[config.mk]
export PLATFORM = sky130hd
export DESIGN_NAME = osc_startup_ctrl
export DESIGN_NICKNAME = d
export VERILOG_FILES = /design/src/hdl/osc_ctrl_pkg.sv /design/src/hdl/ost_if.sv /design/src/hdl/ost_counter.sv /design/src/hdl/osc_startup_ctrl.sv
export SDC_FILE = /design/constraint.sdc
export NUM_CORES = 1
export LEC_CHECK = 0
export BUFFER_PORTS_ARGS = -buffer_cell sky130_fd_sc_hd__buf_2
export CORE_AREA = 2 2 87 89
export DETAILED_ROUTE_END_ITERATION = 12
export DIE_AREA = 0 0 89 91
export PLACE_DENSITY = 0.79
export SLEW_MARGIN = 10
export SYNTH_ARGS = -nofsm -noshare
export SYNTH_HDL_FRONTEND = slang
export SYNTH_SLANG_ARGS = --single-unit
[constraint.sdc]
create_clock -name core_clk -period 2.4 [get_ports core_clk]
set_clock_uncertainty 0.1 [all_clocks]
set_input_delay 0.24 -clock core_clk [delete_from_list [all_inputs] [get_ports core_clk]]
set_output_delay 0.24 -clock core_clk [all_outputs]
set_load 0.02 [all_outputs]
[src/hdl/osc_ctrl_pkg.sv]
// constants for the primary oscillator start-up and auxiliary clock block
package osc_ctrl_pkg;
   // register map (word aligned, byte addresses)
   localparam logic [3:0]  AUX_CTRL_ADDR     = 4'h0;
   localparam logic [3:0]  OSC_STATUS_ADDR   = 4'h4;
   localparam logic [3:0]  RESTART_ADDR      = 4'h8;
   localparam logic [15:0] AUX_CTRL_RESET    = 16'h0000;
   localparam logic [15:0] AUX_CTRL_WMASK    = 16'h3F80;
   localparam logic [31:0] UNMAPPED_READ     = 32'h00000000;
   // aux_clock_control field positions
   localparam int AUX_DIV_SRC_BIT  = 13;
   localparam int AUX_MODE_HI      = 12;
   localparam int AUX_MODE_LO      = 11;
   localparam int AUX_DIV_HI       = 10;
   localparam int AUX_DIV_LO       = 8;
   localparam int AUX_REF_SRC_BIT  = 7;
   // status register field positions
   localparam int ST_READY_BIT     = 0;
   localparam int ST_OST_DONE_BIT  = 1;
   localparam int ST_SRC_LO        = 4;
   localparam int ST_SRC_HI        = 6;
   localparam int ST_AUX_READY_BIT = 8;
   // configuration words
   localparam int SRC_CFG_HI       = 2;
   localparam int PRI_MODE_HI      = 1;
   localparam int PIN_FUNC_BIT     = 2;
   localparam logic [2:0] SRC_PRI_NO_PLL  = 3'h2;
   localparam logic [2:0] SRC_PRI_PLL     = 3'h3;
   localparam logic [2:0] SRC_FRC         = 3'h0;
   typedef enum logic [1:0] {
      PRI_EXT_CLOCK = 2'h0,
      PRI_CRYSTAL   = 2'h1,
      PRI_HIGH_GAIN = 2'h2,
      PRI_DISABLED  = 2'h3
   } pri_mode_type;
   typedef enum logic [1:0] {
      AUX_OFF       = 2'h0,
      AUX_HIGH_GAIN = 2'h1,
      AUX_CRYSTAL   = 2'h2,
      AUX_EXT_CLOCK = 2'h3
   } aux_mode_type;
   // start-up counter
   localparam int          OST_WIDTH  = 10;
   localparam logic [9:0]  OST_LAST   = 10'h3FF;
   localparam logic [7:0]  DIV_ONE    = 8'h00;
   // pll lock interval in microseconds, converted to core_clk cycles
   localparam int LOCK_TIME_US  = 20;
   localparam int CORE_CLK_MHZ  = 50;
   localparam int LOCK_CYCLES   = LOCK_TIME_US * CORE_CLK_MHZ;
   localparam int LOCK_WIDTH    = 11;
endpackage : osc_ctrl_pkg

[src/hdl/ost_if.sv]
// start-up counter control and status between top and counter
`timescale 1ns/1ns
`default_nettype none
interface ost_if;
   logic enable;
   logic restart;
   logic oscEdge;
   logic done;
   modport ctrl (output enable, output restart, output oscEdge,
                 input done);
   modport counter (input enable, input restart, input oscEdge,
                    output done);
endinterface : ost_if
`default_nettype wire

[src/hdl/ost_counter.sv]
// 10-bit oscillator start-up counter
`timescale 1ns/1ns
`default_nettype none
module ost_counter (
   // clock and reset
   input  wire logic core_clk,
   input  wire logic arst_n,
   // control
   ost_if.counter    ost
);
   logic [osc_ctrl_pkg::OST_WIDTH-1:0] count_reg;
   logic [osc_ctrl_pkg::OST_WIDTH-1:0] count_next;
   logic                               done_reg;
   logic                               done_next;

   always_comb begin
      count_next = count_reg;
      done_next  = done_reg;
      if (!ost.enable || ost.restart) begin
         count_next = '0; // RULE19
         done_next  = 1'b0; // RULE11
      end else if (ost.oscEdge && !done_reg) begin
         // only qualified pin edges advance the count
         if (count_reg == osc_ctrl_pkg::OST_LAST) begin
            done_next = 1'b1; // RULE9
         end else begin
            count_next = count_reg + 1'b1; // RULE10
         end
      end
   end

   always_ff @(posedge core_clk or negedge arst_n) begin
      if (!arst_n) begin
         count_reg <= '0;
         done_reg  <= 1'b0;
      end else begin
         count_reg <= count_next;
         done_reg  <= done_next;
      end
   end

   assign ost.done = done_reg;
endmodule : ost_counter
`default_nettype wire

[src/hdl/osc_startup_ctrl.sv]
// primary oscillator start-up, pin routing and auxiliary clock control
// How it works
// RULE1: bit 13 picks aux divider source
// RULE2: bits 12-11 aux oscillator mode, reset off
// RULE3: bits 10-8 aux divider, 000 means 256
// RULE4: bit 7 picks aux reference source
// RULE5: unimplemented bits read zero, ignore writes
// RULE6: source 011 runs primary through pll
// RULE7: source 010 runs primary without pll
// RULE8: external clock bypasses amplifier, input pin
// RULE9: count 1024 oscillator cycles before release
// RULE10: count only valid-level oscillator edges
// RULE11: recount on por, brown-out, wake
// RULE12: ready after onset, count, then lock
// RULE13: pin function bit: io or instruction clock
// RULE14: mode 11 disables oscillator, input is io
// RULE15: crystal modes own both pins
// RULE16: config fields latched at power-on
// RULE17: current source reports 010 or 011
// RULE18: pll lock waits for count completion
// RULE19: counter clears when disabled or restarted
// RULE20: release synchronised, glitch-free clock gate
`timescale 1ns/1ns
`default_nettype none
module osc_startup_ctrl (
   // clock and reset
   input  wire logic        core_clk,
   input  wire logic        arst_n,
   // avalon-mm slave
   input  wire logic [3:0]  avs_address,
   input  wire logic        avs_read,
   input  wire logic        avs_write,
   input  wire logic [31:0] avs_writedata,
   input  wire logic [3:0]  avs_byteenable,
   output logic [31:0]      avs_readdata,
   output logic             avs_waitrequest,
   // nonvolatile configuration words
   input  wire logic [2:0]  sourceConfigWord,
   input  wire logic [2:0]  oscConfigWord,
   // restart events
   input  wire logic        brownOutReset,
   input  wire logic        sleepWake,
   // oscillator pins
   input  wire logic        crystalInputPinIn,
   input  wire logic        auxOscPinIn,
   output logic             amplifierEnable,
   output logic             crystalOutputPinOut,
   output logic             crystalOutputPinOe,
   output logic             crystalInputPinOe,
   // pin io and instruction clock
   input  wire logic        instrClock,
   input  wire logic        gpioOutData,
   input  wire logic        gpioOutEnable,
   // pll and clock release
   input  wire logic        pllLocked,
   output logic             pllEnable,
   output logic             clockReady,
   output logic             clockGateEnable,
   output logic [2:0]       currentSourceField,
   // auxiliary clock selects
   output logic             auxDividerSourceSelect,
   output logic [1:0]       auxOscillatorMode,
   output logic [7:0]       auxDivideRatioMinusOne,
   output logic             auxReferenceSourceSelect,
   output logic             auxOscEnable,
   output logic             auxAmplifierEnable
);
   ////////////////////////////////////////////////////////////////////
   // configuration capture after reset release
   logic       cfgValid_reg;
   logic       cfgValid_next;
   logic [2:0] srcCfg_reg;
   logic [2:0] srcCfg_next;
   logic [2:0] oscCfg_reg;
   logic [2:0] oscCfg_next;

   always_comb begin
      cfgValid_next = 1'b1;
      srcCfg_next   = srcCfg_reg;
      oscCfg_next   = oscCfg_reg;
      if (!cfgValid_reg) begin
         srcCfg_next = sourceConfigWord; // RULE16
         oscCfg_next = oscConfigWord; // RULE16
      end
   end

   always_ff @(posedge core_clk or negedge arst_n) begin
      if (!arst_n) begin
         cfgValid_reg <= 1'b0;
         srcCfg_reg   <= osc_ctrl_pkg::SRC_FRC;
         oscCfg_reg   <= {1'b0, osc_ctrl_pkg::PRI_DISABLED};
      end else begin
         cfgValid_reg <= cfgValid_next;
         srcCfg_reg   <= srcCfg_next;
         oscCfg_reg   <= oscCfg_next;
      end
   end

   osc_ctrl_pkg::pri_mode_type priMode;
   logic usePrimary;
   logic usePll;
   logic pinFunc;
   assign priMode    = osc_ctrl_pkg::pri_mode_type'(
                          oscCfg_reg[osc_ctrl_pkg::PRI_MODE_HI:0]);
   assign pinFunc    = oscCfg_reg[osc_ctrl_pkg::PIN_FUNC_BIT];
   assign usePll     = cfgValid_reg &&
                       (srcCfg_reg == osc_ctrl_pkg::SRC_PRI_PLL); // RULE6
   assign usePrimary = cfgValid_reg &&
                       (usePll ||
                        srcCfg_reg == osc_ctrl_pkg::SRC_PRI_NO_PLL) &&
                       (priMode != osc_ctrl_pkg::PRI_DISABLED); // RULE7

   ////////////////////////////////////////////////////////////////////
   // pin synchronisers and edge qualification
   logic [1:0] priSync_reg;
   logic [1:0] auxSync_reg;
   logic       priLast_reg;
   logic       auxLast_reg;
   logic       wakeSync1_reg;
   logic       wakeSync2_reg;
   logic       borSync1_reg;
   logic       borSync2_reg;

   always_ff @(posedge core_clk or negedge arst_n) begin
      if (!arst_n) begin
         priSync_reg   <= 2'h0;
         auxSync_reg   <= 2'h0;
         priLast_reg   <= 1'b0;
         auxLast_reg   <= 1'b0;
         wakeSync1_reg <= 1'b0;
         wakeSync2_reg <= 1'b0;
         borSync1_reg  <= 1'b0;
         borSync2_reg  <= 1'b0;
      end else begin
         priSync_reg   <= {priSync_reg[0], crystalInputPinIn};
         auxSync_reg   <= {auxSync_reg[0], auxOscPinIn};
         priLast_reg   <= priSync_reg[1];
         auxLast_reg   <= auxSync_reg[1];
         wakeSync1_reg <= sleepWake;
         wakeSync2_reg <= wakeSync1_reg;
         borSync1_reg  <= brownOutReset;
         borSync2_reg  <= borSync1_reg;
      end
   end

   // a clean rising edge after synchronisation means the pin swings
   // through valid logic levels; sub-threshold ringing never toggles it
   logic priEdge;
   logic auxEdge;
   logic restartEvent;
   assign priEdge      = priSync_reg[1] && !priLast_reg; // RULE10
   assign auxEdge      = auxSync_reg[1] && !auxLast_reg;
   assign restartEvent = wakeSync2_reg || borSync2_reg; // RULE11

   ////////////////////////////////////////////////////////////////////
   // register file
   logic [15:0] auxCtrl_reg;
   logic [15:0] auxCtrl_next;
   logic        swRestart_reg;
   logic        swRestart_next;
   logic [31:0] rdata_reg;
   logic [31:0] rdata_next;
   logic [31:0] statusWord;
   logic        priDone;
   logic        auxDone;
   logic        pllDone_reg;

   always_comb begin
      statusWord = 32'h00000000;
      statusWord[osc_ctrl_pkg::ST_READY_BIT]    = clockReady;
      statusWord[osc_ctrl_pkg::ST_OST_DONE_BIT] = priDone;
      statusWord[osc_ctrl_pkg::ST_SRC_HI:osc_ctrl_pkg::ST_SRC_LO] =
         currentSourceField;
      statusWord[osc_ctrl_pkg::ST_AUX_READY_BIT] = auxDone;
   end

   always_comb begin
      auxCtrl_next   = auxCtrl_reg;
      swRestart_next = 1'b0;
      rdata_next     = rdata_reg;
      if (avs_write && avs_address == osc_ctrl_pkg::AUX_CTRL_ADDR) begin
         if (avs_byteenable[0]) begin
            auxCtrl_next[7:0] = avs_writedata[7:0] &
                                osc_ctrl_pkg::AUX_CTRL_WMASK[7:0]; // RULE5
         end
         if (avs_byteenable[1]) begin
            auxCtrl_next[15:8] = avs_writedata[15:8] &
                                 osc_ctrl_pkg::AUX_CTRL_WMASK[15:8]; // RULE5
         end
      end
      if (avs_write && avs_address == osc_ctrl_pkg::RESTART_ADDR &&
          avs_byteenable[0]) begin
         swRestart_next = avs_writedata[0];
      end
      if (avs_read) begin
         case (avs_address)
            osc_ctrl_pkg::AUX_CTRL_ADDR:
               rdata_next = {16'h0000, auxCtrl_reg}; // RULE5
            osc_ctrl_pkg::OSC_STATUS_ADDR:
               rdata_next = statusWord;
            default:
               rdata_next = osc_ctrl_pkg::UNMAPPED_READ;
         endcase
      end
   end

   always_ff @(posedge core_clk or negedge arst_n) begin
      if (!arst_n) begin
         auxCtrl_reg   <= osc_ctrl_pkg::AUX_CTRL_RESET;
         swRestart_reg <= 1'b0;
         rdata_reg     <= 32'h00000000;
      end else begin
         auxCtrl_reg   <= auxCtrl_next;
         swRestart_reg <= swRestart_next;
         rdata_reg     <= rdata_next;
      end
   end

   // zero-wait writes: every write completes in its first cycle,
   // read data is registered one cycle later via readdatavalid-free
   // timing, so reads wait one cycle
   logic rdPending_reg;
   always_ff @(posedge core_clk or negedge arst_n) begin
      if (!arst_n) begin
         rdPending_reg <= 1'b0;
      end else begin
         rdPending_reg <= avs_read && !rdPending_reg;
      end
   end
   assign avs_waitrequest = avs_read && !rdPending_reg;
   assign avs_readdata    = rdata_reg;

   ////////////////////////////////////////////////////////////////////
   // start-up counters
   ost_if priOst ();
   ost_if auxOst ();

   assign priOst.enable  = usePrimary;
   assign priOst.restart = restartEvent || swRestart_reg || !cfgValid_reg;
   assign priOst.oscEdge = priEdge;
   assign priDone        = priOst.done;

   assign auxOst.enable  = auxOscillatorMode != osc_ctrl_pkg::AUX_OFF;
   assign auxOst.restart = restartEvent || swRestart_reg;
   assign auxOst.oscEdge = auxEdge;
   assign auxDone        = auxOst.done;

   ost_counter priCounter (
      .core_clk (core_clk),
      .arst_n   (arst_n),
      .ost      (priOst.counter)
   );

   ost_counter auxCounter (
      .core_clk (core_clk),
      .arst_n   (arst_n),
      .ost      (auxOst.counter)
   );

   ////////////////////////////////////////////////////////////////////
   // pll lock interval, started only after the count completes
   logic [osc_ctrl_pkg::LOCK_WIDTH-1:0] lockCnt_reg;
   logic [osc_ctrl_pkg::LOCK_WIDTH-1:0] lockCnt_next;
   logic                                pllDone_next;
   logic                                ready_reg;
   logic                                ready_next;
   logic                                gate_reg;
   logic [1:0]                          pllSync_reg;

   always_ff @(posedge core_clk or negedge arst_n) begin
      if (!arst_n) begin
         pllSync_reg <= 2'h0;
      end else begin
         pllSync_reg <= {pllSync_reg[0], pllLocked};
      end
   end

   always_comb begin
      lockCnt_next = lockCnt_reg;
      pllDone_next = pllDone_reg;
      if (!usePll || !priDone) begin
         lockCnt_next = '0; // RULE18
         pllDone_next = 1'b0;
      end else if (!pllDone_reg) begin
         if (lockCnt_reg == osc_ctrl_pkg::LOCK_WIDTH'(
                osc_ctrl_pkg::LOCK_CYCLES - 1) && pllSync_reg[1]) begin
            pllDone_next = 1'b1; // RULE12
         end else if (lockCnt_reg != osc_ctrl_pkg::LOCK_WIDTH'(
                osc_ctrl_pkg::LOCK_CYCLES - 1)) begin
            lockCnt_next = lockCnt_reg + 1'b1;
         end
      end
      ready_next = priDone && (!usePll || pllDone_reg); // RULE12
   end

   always_ff @(posedge core_clk or negedge arst_n) begin
      if (!arst_n) begin
         lockCnt_reg <= '0;
         pllDone_reg <= 1'b0;
         ready_reg   <= 1'b0;
      end else begin
         lockCnt_reg <= lockCnt_next;
         pllDone_reg <= pllDone_next;
         ready_reg   <= ready_next;
      end
   end

   // gate enable changes on the falling edge so a latch-free and-gate
   // downstream never sees it move while the clock is high
   always_ff @(negedge core_clk or negedge arst_n) begin
      if (!arst_n) begin
         gate_reg <= 1'b0;
      end else begin
         gate_reg <= ready_reg; // RULE20
      end
   end

   assign clockReady      = ready_reg;
   assign clockGateEnable = gate_reg;
   assign pllEnable       = usePll;
   assign currentSourceField = !usePrimary ? osc_ctrl_pkg::SRC_FRC :
                               usePll ? osc_ctrl_pkg::SRC_PRI_PLL :
                               osc_ctrl_pkg::SRC_PRI_NO_PLL; // RULE17

   ////////////////////////////////////////////////////////////////////
   // pin routing
   always_comb begin
      amplifierEnable     = 1'b0;
      crystalInputPinOe   = 1'b0;
      crystalOutputPinOe  = 1'b0;
      crystalOutputPinOut = 1'b0;
      case (priMode)
         osc_ctrl_pkg::PRI_HIGH_GAIN,
         osc_ctrl_pkg::PRI_CRYSTAL: begin
            amplifierEnable = 1'b1; // RULE15
         end
         osc_ctrl_pkg::PRI_EXT_CLOCK: begin
            amplifierEnable = 1'b0; // RULE8
            crystalOutputPinOe  = pinFunc ? 1'b1 : gpioOutEnable; // RULE13
            crystalOutputPinOut = pinFunc ? instrClock : gpioOutData;
         end
         osc_ctrl_pkg::PRI_DISABLED: begin
            crystalInputPinOe   = 1'b0; // RULE14
            crystalOutputPinOe  = pinFunc ? 1'b1 : gpioOutEnable; // RULE13
            crystalOutputPinOut = pinFunc ? instrClock : gpioOutData;
         end
         default: begin
            amplifierEnable = 1'b0;
         end
      endcase
   end

   ////////////////////////////////////////////////////////////////////
   // auxiliary clock selects
   assign auxDividerSourceSelect   = auxCtrl_reg[osc_ctrl_pkg::AUX_DIV_SRC_BIT]; // RULE1
   assign auxOscillatorMode        =
      auxCtrl_reg[osc_ctrl_pkg::AUX_MODE_HI:osc_ctrl_pkg::AUX_MODE_LO]; // RULE2
   assign auxReferenceSourceSelect = auxCtrl_reg[osc_ctrl_pkg::AUX_REF_SRC_BIT]; // RULE4
   assign auxOscEnable             = auxDone;
   assign auxAmplifierEnable       =
      auxOscillatorMode == osc_ctrl_pkg::AUX_CRYSTAL ||
      auxOscillatorMode == osc_ctrl_pkg::AUX_HIGH_GAIN;

   logic [2:0] divCode;
   assign divCode = auxCtrl_reg[osc_ctrl_pkg::AUX_DIV_HI:osc_ctrl_pkg::AUX_DIV_LO];
   always_comb begin
      // ratio minus one: 111 -> 1, 001 -> 64, 000 -> 256
      if (divCode == 3'h0) begin
         auxDivideRatioMinusOne = 8'hFF; // RULE3
      end else begin
         auxDivideRatioMinusOne = 8'((9'h001 << (3'h7 - divCode)) - 9'h001); // RULE3
      end
   end
endmodule : osc_startup_ctrl
`default_nettype wire

==> results.toml <==
[run_status]
status = "finished clean"

[logic_synthesis]
synth_top_cell_by_area = "dfrtp_1"
synth_area_per_cell_um2 = 10.5
async_reset_ff_frac = 1.00
syn_area_um2 = 3590
synth_cell_types = 54
yosys-top-cells-area = "dfrtp_1, buf_4, mux2_2"
yosys_warnings = 0
synth_edf_count = 0
synth_ff_type = "dfrtp_1"
synth_seq_cells = 75
synth_cells = 343
yosys.area.top_type_share = 0.501
ys_seq_area_frac = 0.523

[critical_path]
worstPathArrival_ns = 2.05
slowest_delay_ns = 0.40
crit_slowest_cell = "dfrtn_1"
crit_buf_inv = 1
cp-startpoint = "clockGateEnable"
end_kind = "primary output"
critical-path-top-delay-family = "flip-flops"
cp_max_fo = 1
crit_chain = "buf_6"
reg2reg_from = "auxCounter.count_reg[0]"
worst_setup_path_start_kind = "flop"
crit_type = "flop to primary output"
cp_data_required_time_ns = 2.06

[final_layout]
final_cell_mix = "dfrtp_1, buf_2, nor2_1"
final_common_cell = "dfrtp_1"
n_antenna_cell = 0
final_layout_size_suffix_gt1_frac = 0.255
utilization = 0.591
instances_no_fill = 519
area_growth_pct = 17.3
nNetsFinal = 479

[placement]
post-place-ws_ns = 0.352
io_buffers = 65
dpl.cell_count = 494
gp_congestion = 0.812
dp_hpwl_um = 5040

[power_and_ir_drop]
p_comb_frac = 0.155
power.density_nw_per_um2 = 660
switching_share = 0.287
p_int_uw = 1980
vdd_ir_drop_max_v = 0.000476
power_frac_seq = 0.495
power.leakage_uw = 0.00193
power_switching_uw = 799
clkPwrFrac = 0.350

[detailed_routing]
wl_per_cell_um = 13.8
dr_total_vias = 2751
dr.pass1.iters = 5
routed_via_density = 5.30
drt_iter0_markers = 110
wl_um = 7140
postRouteAntennaNets = 0
drc = 0

[clock_tree]
cts_tree = "done"
cts_setup_buffers = 0
numCtsBuffers = 9
cts_root_buf = "clkbuf_8"
cts_htree_levels = 3
clk_pin_slew_ns = 0.08
cts_sinks = 75
insertion_delay_ns = 0.35
clockBufferDepth = 2

[timing]
hold_viol_final = 0
slew_viol_final = 0
tightest_slew_ns = 0.896
finalSetupViolations = 0
rsz0062_at_grt = "yes"
slew_headroom = 0.403
setup_ws_ns = 0.0131
finalSetupTns_ns = 0

[flow_run]
cap_violations = 0

[die]
row_count = 31
die_y_um = 91
core_area_um2 = 7140
dieWidth_um = 89
num_io_pins = 115
start_util = 0.504
die-area_um2 = 8100

[worst_hold_path]
min_path_type = "input pin to flop"
hp-start = "avs_writedata[12]"

[global_route]
grt_max_degree = 75
grt_pass1_vias = 2700
track_usage = 0.190
antenna_found_initial = 0
grt_pass1_wl_um = 12000
grt_overflow = 0
-- per-stage QoR --
stage | power, µW | hold slack [ns] | area [µm²]
after global placement | 1800 | 0.236 | 3910
after detailed placement | 1820 | 0.237 | 3910
after global routing | 2920 | 0.0105 | 4220
after CTS | 2810 | 0.00714 | 4210
final | 2780 | 0.0135 | 4220
after floorplan | 1700 | -0.156 | 3680
-- synthesized netlist by cell type, types with 7 or more instances --
library cell  instances
o21ai_0              14
mux2_2               10
inv_1                11
buf_4                26
dfrtp_1              72
nand2_1              22
clkbuf_1             12
or3_1                 8
o2bb2ai_1             7
xnor2_1               9
nor3_1                9
nor2_1               27
nand3_1              11
a21oi_1              15
-- power groups by stage --
stage	clock, µW	combinational, µW	sequential [µW]
after floorplan	0	327	1380
after global placement	0	409	1400
after detailed placement	0	425	1400
after CTS	999	435	1370
after global routing	1060	476	1380
final	973	432	1380
-- worst paths after layout --
kind	endpoint	cells after the start	slack, ns
max	clockGateEnable	1	0.01
min	auxCtrl_reg[12]	3	0.01
max reg2reg	auxCounter.count_reg[7]	5	0.38
min reg2reg	priSync_reg[1]	0	0.26
max in group asynchronous	clockGateEnable	1	1.40
min in group asynchronous	lockCnt_reg[9]	2	0.04
-- metal layers --
metal | GRT usage | wire, µm | part of all wire | up-vias
met3 | 0.0636 | 439 | 0.061 | 11
met5 | 0 | 0 | 0 | -
met4 | 0.0597 | 126 | 0.018 | 0
met2 | 0.313 | 3470 | 0.49 | 93
li1 | - | - | - | 1330
met1 | 0.235 | 3110 | 0.44 | 1317
-- layout make-up --
type	count	area [µm²]
multi-input cells	239	1510
clock buffers	10	138
flip-flops and latches	75	1880
repair buffers	79	459
inverters	11	41.3
clock inverters	6	65.1
fillers	615	2920
well taps	99	124
-- logic make-up (layout without fill, tap and decap cells) --
family | after synthesis | in the layout | share of synthesized area
AND/OR/NAND/NOR | 120 | 120 | 0.180
flip-flops | 75 | 75 | 0.523
XOR/XNOR | 10 | 10 | 0.0244
multiplexers | 14 | 14 | 0.0425
adder cells (fa/ha/maj) | 6 | 6 | 0.0209
other | 2 | 24 | 0.00209
buffers and inverters | 51 | 106 | 0.0811
AO/OA/AOI/OAI | 65 | 65 | 0.126
-- timing repair --
action	in CTS	in global routing
endpoints found under the hold margin	8	0
gates resized for setup	1	4
endpoints found under the setup margin	1	2
hold buffers	9	0
(Power assumes the default switching activity.)
